$ cat src/shared/membus_pkg.sv
// Shared constants and carriers for the DDR memory bus host controller.
// Assumes one core clock; the bus clock is made by dividing it.
package membus_pkg;

	localparam int CMD_RW_BIT    = 47;
	localparam int CMD_SPACE_BIT = 46;
	localparam int CMD_BURST_BIT = 45;
	localparam int CMD_ROW_HI    = 44;
	localparam int CMD_ROW_LO    = 16;
	localparam int CMD_COL_HI    = 2;
	localparam int CMD_COL_LO    = 0;
	localparam int CMD_BYTES     = 6;
	localparam int CMD_WIDTH     = 48;
	localparam int ADDR_WIDTH    = 32;

	localparam int   LATENCY_DEFAULT  = 6;
	localparam int   CLK_HALF_DEFAULT = 2;
	localparam int   CS_HIGH_NS       = 10;
	localparam int   CORE_PERIOD_NS   = 25;
	localparam int   CS_HIGH_CYCLES   = (CS_HIGH_NS + CORE_PERIOD_NS - 1) / CORE_PERIOD_NS;
	localparam int   PORST_SYNC_STAGES = 2;

	typedef struct packed {
		logic                  read;
		logic                  reg_space;
		logic                  linear;
		logic [ADDR_WIDTH-1:0] word_addr;
		logic [7:0]            words;
		logic                  zero_latency;
	} request_s;

	typedef struct packed {
		logic [7:0] data;
		logic       oe;
	} byte_drive_s;

endpackage

$ cat src/rtl/membus_clk_div.sv
// Bus clock divider: makes one-cycle edge enables for the bus clock.
// Assumes the core clock domain; runs only while enabled.
`timescale 1ns/1ps
module membus_clk_div #(
	parameter int HALF = 2
) (
	input  wire logic clk_in,
	input  wire logic rst_in,
	input  wire logic run_in,
	output logic      tick_out
);

	logic [7:0] count;

	always_ff @(posedge clk_in or posedge rst_in) begin
		if (rst_in) begin
			count    <= 8'h00;
			tick_out <= 1'b0;
		end else if (!run_in) begin
			count    <= 8'h00;
			tick_out <= 1'b0;
		end else if (count == 8'(HALF - 1)) begin
			count    <= 8'h00;
			tick_out <= 1'b1;
		end else begin
			count    <= count + 8'h01;
			tick_out <= 1'b0;
		end
	end

endmodule

$ cat src/rtl/membus_host.sv
// Host controller for a pseudo-static RAM on an eight-bit DDR memory bus.
// Assumes bus pins are registered in this core domain; bus clock is divided down.
`timescale 1ns/1ps
module membus_host #(
	parameter int LATENCY  = membus_pkg::LATENCY_DEFAULT,
	parameter int CLK_HALF = membus_pkg::CLK_HALF_DEFAULT
) (
	input  wire logic                 CORE_CLK_IN,
	input  wire logic                 RST_IN,
	input  wire membus_pkg::request_s REQ_IN,
	input  wire logic                 REQ_VALID_IN,
	output logic                      REQ_READY_OUT,
	input  wire logic [15:0]          WDATA_IN,
	input  wire logic [1:0]           WMASK_IN,
	output logic                      WDATA_TAKE_OUT,
	output logic [15:0]               RDATA_OUT,
	output logic                      RDATA_VALID_OUT,
	output logic                      DONE_OUT,
	output logic                      IRQ_OUT,
	output logic                      SLAVE_READY_OUT,
	output logic                      CHIP_SEL_N_OUT,
	output logic                      BUS_CLK_OUT,
	output logic                      BUS_CLK_COMP_OUT,
	output logic [7:0]                IO_LINES_OUT,
	output logic                      IO_LINES_OE_OUT,
	input  wire logic [7:0]           IO_LINES_IN,
	output logic                      STROBE_MASK_OUT,
	output logic                      STROBE_MASK_OE_OUT,
	input  wire logic                 STROBE_MASK_IN,
	output logic                      HW_RESET_N_OUT,
	input  wire logic                 POR_STATUS_N_IN,
	input  wire logic                 EVENT_IRQ_N_IN
);

	typedef enum logic [5:0] {
		S_IDLE  = 6'b000001,
		S_CMD   = 6'b000010,
		S_WAIT  = 6'b000100,
		S_DATA  = 6'b001000,
		S_END   = 6'b010000,
		S_GAP   = 6'b100000
	} state_e;

	state_e                           state;
	membus_pkg::request_s             req;
	logic [membus_pkg::CMD_WIDTH-1:0] cmd;
	logic [7:0]                       edge_count;
	logic [7:0]                       words_left;
	logic                             extra_latency;
	logic                             tick;
	logic                             run;
	logic [15:0]                      read_word;
	logic [7:0]                       gap_count;
	logic [2:0]                       rd_mark;
	logic [2:0]                       rd_phase;
	logic [7:0]                       io_s1;
	logic [7:0]                       io_s2;
	logic                             strobe_mask_line_s1;
	logic                             strobe_mask_line_s2;
	logic                             por_s1;
	logic                             por_s2;
	logic                             irq_s1;
	logic                             irq_s2;

	////////////////////////////////////////////////////////////////////////////////
	// Input synchronisers
	always_ff @(posedge CORE_CLK_IN or posedge RST_IN) begin
		if (RST_IN) begin
			io_s1   <= 8'h00;
			io_s2   <= 8'h00;
			strobe_mask_line_s1 <= 1'b0;
			strobe_mask_line_s2 <= 1'b0;
			por_s1  <= 1'b0;
			por_s2  <= 1'b0;
			irq_s1  <= 1'b1;
			irq_s2  <= 1'b1;
		end else begin
			io_s1   <= IO_LINES_IN;
			io_s2   <= io_s1;
			strobe_mask_line_s1 <= STROBE_MASK_IN;
			strobe_mask_line_s2 <= strobe_mask_line_s1;
			por_s1  <= POR_STATUS_N_IN;
			por_s2  <= por_s1;
			irq_s1  <= EVENT_IRQ_N_IN;
			irq_s2  <= irq_s1;
		end
	end

	////////////////////////////////////////////////////////////////////////////////
	// Read capture, delayed to match the pin synchronisers
	always_ff @(posedge CORE_CLK_IN or posedge RST_IN) begin
		if (RST_IN) begin
			rd_mark         <= 3'h0;
			rd_phase        <= 3'h0;
			read_word       <= 16'h0000;
			RDATA_OUT       <= 16'h0000;
			RDATA_VALID_OUT <= 1'b0;
		end else begin
			rd_mark         <= {rd_mark[1:0], (state == S_DATA) && tick && req.read};
			rd_phase        <= {rd_phase[1:0], BUS_CLK_OUT};
			RDATA_VALID_OUT <= 1'b0;
			if (rd_mark[2] && !rd_phase[2]) begin
				read_word[15:8] <= io_s2;
			end
			if (rd_mark[2] && rd_phase[2]) begin
				RDATA_OUT       <= {read_word[15:8], io_s2};
				RDATA_VALID_OUT <= 1'b1;
			end
		end
	end

	always_ff @(posedge CORE_CLK_IN or posedge RST_IN) begin
		if (RST_IN) begin
			SLAVE_READY_OUT <= 1'b0;
			IRQ_OUT         <= 1'b0;
			HW_RESET_N_OUT  <= 1'b0;
		end else begin
			SLAVE_READY_OUT <= por_s2;
			IRQ_OUT         <= !irq_s2;
			HW_RESET_N_OUT  <= 1'b1;
		end
	end

	////////////////////////////////////////////////////////////////////////////////
	// Bus clock edge enables
	assign run = (state == S_CMD) || (state == S_WAIT) || (state == S_DATA);

	membus_clk_div #(
		.HALF(CLK_HALF)
	) u_div (
		.clk_in  (CORE_CLK_IN),
		.rst_in  (RST_IN),
		.run_in  (run),
		.tick_out(tick)
	);

	////////////////////////////////////////////////////////////////////////////////
	// Transaction sequencer
	always_ff @(posedge CORE_CLK_IN or posedge RST_IN) begin
		if (RST_IN) begin
			state              <= S_IDLE;
			req                <= '0;
			cmd                <= '0;
			edge_count         <= 8'h00;
			words_left         <= 8'h00;
			extra_latency      <= 1'b0;
			gap_count          <= 8'h00;
			REQ_READY_OUT      <= 1'b0;
			CHIP_SEL_N_OUT     <= 1'b1;
			BUS_CLK_OUT        <= 1'b0;
			BUS_CLK_COMP_OUT   <= 1'b1;
			IO_LINES_OUT       <= 8'h00;
			IO_LINES_OE_OUT    <= 1'b0;
			STROBE_MASK_OUT    <= 1'b0;
			STROBE_MASK_OE_OUT <= 1'b0;
			WDATA_TAKE_OUT     <= 1'b0;
			DONE_OUT           <= 1'b0;
		end else begin
			WDATA_TAKE_OUT  <= 1'b0;
			REQ_READY_OUT   <= 1'b0;
			DONE_OUT        <= 1'b0;
			unique case (state)
				S_IDLE: begin
					if (REQ_VALID_IN && REQ_READY_OUT) begin
						req <= REQ_IN;
						cmd <= {REQ_IN.read, REQ_IN.reg_space, REQ_IN.linear,
							REQ_IN.word_addr[31:3], 13'h0000, REQ_IN.word_addr[2:0]};
						CHIP_SEL_N_OUT  <= 1'b0;
						edge_count      <= 8'h00;
						words_left      <= REQ_IN.words;
						IO_LINES_OE_OUT <= 1'b1;
						IO_LINES_OUT    <= {REQ_IN.read, REQ_IN.reg_space, REQ_IN.linear,
							REQ_IN.word_addr[31:27]};
						state           <= S_CMD;
					end else begin
						REQ_READY_OUT <= SLAVE_READY_OUT;
					end
				end
				S_CMD: begin
					if (tick) begin
						BUS_CLK_OUT      <= !BUS_CLK_OUT;
						BUS_CLK_COMP_OUT <= BUS_CLK_OUT;
						if (edge_count == 8'h00) begin
							extra_latency <= strobe_mask_line_s2;
						end
						edge_count <= edge_count + 8'h01;
						if (edge_count == 8'(membus_pkg::CMD_BYTES - 1)) begin
							edge_count <= 8'h00;
							if (!req.read && req.zero_latency) begin
								IO_LINES_OUT <= WDATA_IN[15:8];
								state <= S_DATA;
							end else begin
								IO_LINES_OE_OUT <= 1'b0;
								state <= S_WAIT;
							end
						end else begin
							IO_LINES_OUT <= 8'(cmd >> (8 * (membus_pkg::CMD_BYTES - 2
								- int'(edge_count))));
						end
					end
				end
				S_WAIT: begin
					if (tick) begin
						BUS_CLK_OUT      <= !BUS_CLK_OUT;
						BUS_CLK_COMP_OUT <= BUS_CLK_OUT;
						edge_count <= edge_count + 8'h01;
						if (edge_count == 8'((extra_latency ? 4 : 2) * LATENCY - 1)) begin
							edge_count <= 8'h00;
							if (!req.read) begin
								IO_LINES_OE_OUT    <= 1'b1;
								IO_LINES_OUT       <= WDATA_IN[15:8];
								STROBE_MASK_OE_OUT <= 1'b1;
								STROBE_MASK_OUT    <= WMASK_IN[1];
							end
							state <= S_DATA;
						end
					end
				end
				S_DATA: begin
					if (tick) begin
						BUS_CLK_OUT      <= !BUS_CLK_OUT;
						BUS_CLK_COMP_OUT <= BUS_CLK_OUT;
						if (!req.read && !BUS_CLK_OUT) begin
							IO_LINES_OUT <= WDATA_IN[7:0];
							STROBE_MASK_OUT <= req.zero_latency ? 1'b0 : WMASK_IN[0];
							WDATA_TAKE_OUT <= 1'b1;
						end
						if (BUS_CLK_OUT) begin
							words_left <= words_left - 8'h01;
							if (words_left == 8'h01) begin
								state <= S_END;
							end else if (!req.read) begin
								IO_LINES_OUT    <= WDATA_IN[15:8];
								STROBE_MASK_OUT <= req.zero_latency ? 1'b0 : WMASK_IN[1];
							end
						end
					end
				end
				S_END: begin
					CHIP_SEL_N_OUT     <= 1'b1;
					IO_LINES_OE_OUT    <= 1'b0;
					STROBE_MASK_OE_OUT <= 1'b0;
					gap_count          <= 8'h00;
					DONE_OUT           <= 1'b1;
					state              <= S_GAP;
				end
				S_GAP: begin
					gap_count <= gap_count + 8'h01;
					if (gap_count >= 8'(membus_pkg::CS_HIGH_CYCLES)) begin
						state <= S_IDLE;
					end
				end
				default: begin
					state <= S_IDLE;
				end
			endcase
		end
	end

endmodule

$ cat config.mk
export PLATFORM = sky130hd
export DESIGN_NAME = membus_host
export DESIGN_NICKNAME = d
export VERILOG_FILES = /design/src/shared/membus_pkg.sv /design/src/rtl/membus_clk_div.sv /design/src/rtl/membus_host.sv
export SDC_FILE = /design/constraint.sdc
export NUM_CORES = 1
export LEC_CHECK = 0
export BUFFER_PORTS_ARGS = -buffer_cell sky130_fd_sc_hd__buf_2
export CORE_MARGIN = 2
export CORE_UTILIZATION = 51
export CTS_CLUSTER_SIZE = 30
export DETAILED_ROUTE_END_ITERATION = 12
export MAX_ROUTING_LAYER = met4
export PLACE_DENSITY = 0.82
export SKIP_LAST_GASP = 1
export SYNTH_ARGS = -nofsm -noshare
export SYNTH_HDL_FRONTEND = slang
export SYNTH_SLANG_ARGS = --single-unit
$ cat constraint.sdc
create_clock -name CORE_CLK_IN -period 6.4 [get_ports CORE_CLK_IN]
set_input_delay 0.32 -clock CORE_CLK_IN [delete_from_list [all_inputs] [get_ports CORE_CLK_IN]]
set_output_delay 0.32 -clock CORE_CLK_IN [all_outputs]
set_load 0.05 [all_outputs]
Yosys cells after proc, flatten, opt, wreduce, memory -nomap -nowiden
Cells that the tools add are included.

Register bits: 150. Latch bits: 0. Bits in writable memories: 0. Bits in read-only memories: 0. Input bits: 76. Word-level logic and storage cells: 170. Memories: 0.

Add/sub/neg operators: 6. Multipliers: 1. Div/mod/pow operators: 0. Order comparisons: 1. Eq/ne operators: 22. Shift-type cells: 1. Mux-type cells: 69. Bitwise gates (word level): 0. Reduce and logical (&&, ||, !) cells: 34.

Operators with widths (number): two-way mux 8 bit (22); two-way mux 6 bit (9); >> shifter 48 x 32 -> 8 bit (1); one-hot mux 6 bit (6 select lines) (1); one-hot mux 8 bit (2 select lines) (2); one-hot mux 8 bit (4 select lines) (1); two-way mux 1 bit (27); adder 8 x 1 -> 8 bit (second input constant) (3); one-hot mux 8 bit (3 select lines) (1); equality test 8 x 1 -> 1 bit (second input constant) (2); AND reduction 8 bit (2); inequality test 2 x 1 -> 1 bit (second input constant) (6); AND reduction 4 bit (3); inequality test 2 bit (second input constant) (5); nonzero test 2 bit (5); AND reduction 9 bit (1); subtractor 3 x 8 -> 9 bit (first input constant) (1); equality test 8 x 3 -> 1 bit (second input constant) (1); equality test 8 bit (1); >= comparator 8 x 1 -> 1 bit (second input constant) (1); logical NOT 8 bit (1); nonzero test 4 bit (2); subtractor 8 x 1 -> 8 bit (second input constant) (1); logical AND 1 bit (7); 20 further kinds (28).

Depth between registers and ports, before layout
Word-level depth: 8. Gate-level depth with buffers: 12. Mapped depth without buffers: 8.

By module
From an unflattened synthesis, not the netlist that was laid out.

Cells, all modules: 686. Area total of the unflattened synthesis: 7014.2 µm².

By module, submodules not included: membus_host (instances 1, cells each 644, area each 6583.8 µm², seq. area each 3509.6 µm²); membus_clk_div (instances 1, cells each 42, area each 430.4 µm², seq. area each 225.2 µm²).

Worst setup path after synthesis
No wires, ideal clock.

Path kind: register to register. From: register edge_count[0]. To: register IO_LINES_OUT[1]. Arrival: 2.973 ns. Path slack: 3.293 ns. Stages on the path, launching flop included: 13. Buffers on the path: 4. Cells stage by stage: dfrtp_1 > clkbuf_1 > clkbuf_1 > clkbuf_1 > inv_1 > ha_1 > buf_1 > mux2i_1 > o21ai_0 > a21oi_1 > nor2_1 > a2111oi_0 > o31ai_1.

Word-level cells in the longest chain between the ends: 5.

Ends and longest elaborated chain: start: declaration (line membus_host.sv:47) `logic [7:0] edge_count;`; start signal: assignment (line membus_host.sv:186) `edge_count <= edge_count + 8'h01;`; start signal: assignment (line membus_host.sv:206) `edge_count <= edge_count + 8'h01;`; subtractor 3 x 8 -> 9 bit (line membus_host.sv:198) `- int'(edge_count))));`; >> shifter 48 x 32 -> 8 bit (line membus_host.sv:197) `IO_LINES_OUT <= 8'(cmd >> (8 * (membus_pkg::CMD_BYTES - 2`; two-way mux 8 bit (line membus_host.sv:187) `if (edge_count == 8'(membus_pkg::CMD_BYTES - 1)) begin`; two-way mux 8 bit (line membus_host.sv:180) `if (tick) begin`; one-hot mux 8 bit (4 select lines) (line membus_host.sv:162) `unique case (state)`; end signal: assignment (line membus_host.sv:172) `IO_LINES_OUT <= {REQ_IN.read, REQ_IN.reg_space, REQ_IN.linear,`; end signal: assignment (line membus_host.sv:190) `IO_LINES_OUT <= WDATA_IN[15:8];`; end signal: assignment (line membus_host.sv:197); end: declaration (line membus_host.sv:24) `output logic [7:0] IO_LINES_OUT,`.

Parallel ways exist; a longest one is shown, timed or not. The select of a mux whose other input is x is not followed. A chain may end at the register's enable or synchronous reset.

Final worst setup path
From: register state[2]. To: register words_left[2].

Word-level cells in the longest chain between the ends: 3.

Ends and longest elaborated chain: start: declaration (line membus_host.sv:44) `state_e state;`; start signal: assignment (line membus_host.sv:141) `state <= S_IDLE;`; start signal: assignment (line membus_host.sv:174) `state <= S_CMD;`; start signal: assignment (line membus_host.sv:191) `state <= S_DATA;`; equality test 6 x 4 -> 1 bit or equality test 6 x 1 -> 1 bit (tied branches) (line membus_host.sv:162); inequality test 2 bit (no line) (tied with other cells); AND reduction 4 bit (no line); end signal: assignment (line membus_host.sv:170) `words_left <= REQ_IN.words;`; end signal: assignment (line membus_host.sv:229) `words_left <= words_left - 8'h01;`; end: declaration (line membus_host.sv:48) `logic [7:0] words_left;`.

Parallel ways exist; a longest one is shown, timed or not.

==> flow_summary.toml <==
[status]
status = "complete, but fails checks"
violations = "negative hold slack"

[global_routing]
track_usage = 0.2489
antenna_found_initial = 1
grt_pass1_wl_mm = 27.08
first_global_vias = 5338
grt.overflow.total = 0
grt_start_max_net_pins = 77

[worst_setup_path]
critical_path.startpoint_type = "flip-flop"
required_ns = 6.72
critPathBufInv = 0
crit_slowest_cell = "a21oi_1"
cp_max_fo = 17
worst-r2r-cell-count = 6
end_kind = "flip-flop"
worstSetupPathType = "reg2reg"
r2r-end = "words_left[2]"
arrival_ns = 3.83
worstPathCellList = "nor4_1, and3b_1, nand3_1, a21oi_1, o21ai_0, a22o_1"
crit_family = "compound AO/OA/AOI/OAI gates"
slowest_delay_ns = 0.96
reg2reg_from = "state[2]"
reg2reg_slack_ns = 2.89

[power_and_ir_drop]
p_leak_uw = 0.003838
pwr_density_cell_mw_per_mm2 = 422.2
vdd_drop_max_uv = 282.6

[timing]
min_period_over_period = 0.5481
period_needed_ns = 3.508
tightest_slew_ns = 1.186
finalSetupViolCount = 0
fmax_mhz = 285.1
finalHoldViolCount = 16
rsz0062_at_grt = "false"
fin_worst_skew_ns = 0.003857
relSlewSlack = 0.2083
tns_ns = 0
slew_viol_final = 0
holdWs_ns = -0.01772

[yosys]
synth.area.top_cells = "dfrtp_1 (52%), mux2_2 (10%), o21ai_0 (3.6%)"
netlist_area_mm2 = 0.006885
synth_seq_area_share = 0.5424
synth_edf_count = 0
syn_avg_cell_area_um2 = 11.18
yosys.area.top_type_share = 0.5234
syn_nets = 702
synth.distinct_cells = 59
ys_async_sr_fraction = 1.000
yosysTopAreaCell = "dfrtp_1"
ys_ff_latch = 149
ys_warn_count = 0
synthCells = 616
synth_ff_type = "dfrtp_1"
yosysMostFrequentCell = "dfrtp_1"
synth_common_cells = "dfrtp_1 (144), mux2_2 (64), nand2_1 (52)"

[floorplan]
core_area_mm2 = 0.01319
design.die.area_mm2 = 0.01445
fp.dieW_um = 120.2
pin_count = 113
start_util = 0.5220
rows = 42
die_h_um = 120.2

[routing]
ant_nets = 0
drc = 0
dr.pass1.iters = 5
post_drt_wl_per_cell_um = 18.18
routed_wl_mm = 16.78
dr.first_iter.drc_count = 376
vias = 5310
via_per_inst = 5.753

[run]
cap_violations = 0

[placement]
port_buffers = 112
place.gp.congestion = 0.9817
dp_hpwl_mm = 11.88

[final_layout]
area_delta_synth_final_pct = 19.83
fillers = 1055
nets = 819
fin_util = 0.6255
layout-drive-gt1-share = 0.3097

[cts]
cts.sinks = 149
clkTransAtPathRegs_ns = 0.06
insertion_delay_ns = 0.43
htree_num_levels = 4
cts_tree = "done"
cts_made_buffers = 17
cts_buffer_depth = 2
post_cts_buffers = 0
clock-root-buffer = "clkbuf_16"

[worst_hold_path]
hp-class = "in2async"
## flip-flops by register name, summed over array words and instances (netlist names), 2 cells and up
signal / flops
words_left: 8
read_word: 8
u_div.count: 8
rd_phase: 3
rd_mark: 3
edge_count: 8
RDATA_OUT: 16
IO_LINES_OUT: 8
state: 6
cmd: 34
gap_count: 8
io_s2: 8
io_s1: 8
req: 2
## placed cells by master (no fill, tap or decap), types with 5 or more instances in the layout
| master | count |
|---|---|
| o21ai_0 | 49 |
| nand4_1 | 5 |
| inv_1 | 15 |
| nand2b_1 | 5 |
| nand3b_1 | 6 |
| nand3_1 | 24 |
| a311oi_1 | 5 |
| nor4_1 | 5 |
| mux2i_1 | 18 |
| buf_2 | 112 |
| xor2_1 | 8 |
| nor2_1 | 41 |
| dfstp_2 | 5 |
| inv_6 | 7 |
| nor2b_1 | 5 |
| a22o_1 | 7 |
| clkbuf_16 | 17 |
| nand2_1 | 52 |
| and3_1 | 9 |
| o31ai_1 | 9 |
| o211ai_1 | 8 |
| dfrtp_1 | 144 |
| nor3_1 | 13 |
| dlygate4sd3_1 | 11 |
| o22ai_1 | 10 |
| mux2_2 | 64 |
| a21oi_1 | 16 |
| ha_1 | 10 |
## what timing repair did
item	CTS	global route
hold buffers	10	1
hold endpoints to repair	10	1
resized for setup	0	0
setup endpoints to repair	0	0
## worst max-delay path by stage
stage,start,to,slack (ns),cells after the start
floorplan,RST_IN,BUS_CLK_OUT,2.08,1
global placement,state[5],IO_LINES_OUT[2],3.24,5
detailed placement,state[2],words_left[2],3.00,6
CTS,state[2],words_left[2],2.99,6
global route,state[2],IO_LINES_OUT[7],2.53,5
finish,state[2],words_left[2],2.89,6
## power by group
part | leakage, µW | internal, µW | switching [µW]
logic | 0.00165 | 451 | 722
clock network | 0.000277 | 525 | 435
registers | 0.00191 | 1160 | 188
## cell families (layout without fill, tap and decap cells)
group	after synthesis	count (layout)	share of synthesized area
AOI/OAI and AO/OA	129	129	0.1234
xor gates and xnor gates	12	12	0.01526
adders and majority gates	10	10	0.01817
buffers and inverters	45	175	0.02907
DFF	149	149	0.5424
muxes	82	82	0.1308
other	1	2	0.0005446
and+or+nand+nor	188	188	0.1403
## per-stage QoR
step                      hold WS (ns)  total power (µW)  std cells  instance area [µm²]  setup slack (ns)
after CTS                     0.009406              3491        921                 8238             2.990
final                         -0.01772              3484        923                 8250             2.892
after detailed placement        0.3347              2523        879                 7564             3.004
after global routing           0.02794              3686        923                 8250             2.529
after floorplan                 0.3245              2212        616                 6885             2.080
after global placement          0.3317              2473        879                 7564             3.241
## worst reg2reg max path: cells and delay by family (launching register included)
kind / cells / cell delay (ns)
compound gates: 3 / 1.51
simple gates: 3 / 1.40
flops: 1 / 0.49
## layout make-up
class	instances	area [µm²]	area share
Multi-Input combinational cell	422	2953	0.3579
Inverter	16	65.06	0.007886
Timing Repair Buffer	127	700.7	0.08493
Antenna cell	1	2.502	0.0003033
Clock buffer	18	439.2	0.05323
Sequential cell	149	3735	0.4527
Clock inverter	14	135.1	0.01638
Tap cell	176	220.2	0.02669
## layer usage
| metal | wire length, µm | global-route usage | up-vias |
|---|---|---|---|
| met5 | 0 | - | - |
| met2 | 7961 | 0.3839 | 221 |
| met4 | 347 | 0.09191 | 0 |
| met1 | 7360 | 0.3169 | 2571 |
| li1 | - | - | 2479 |
| met3 | 1114 | 0.06887 | 39 |
Note: power is estimated with default switching activity, not from simulation.
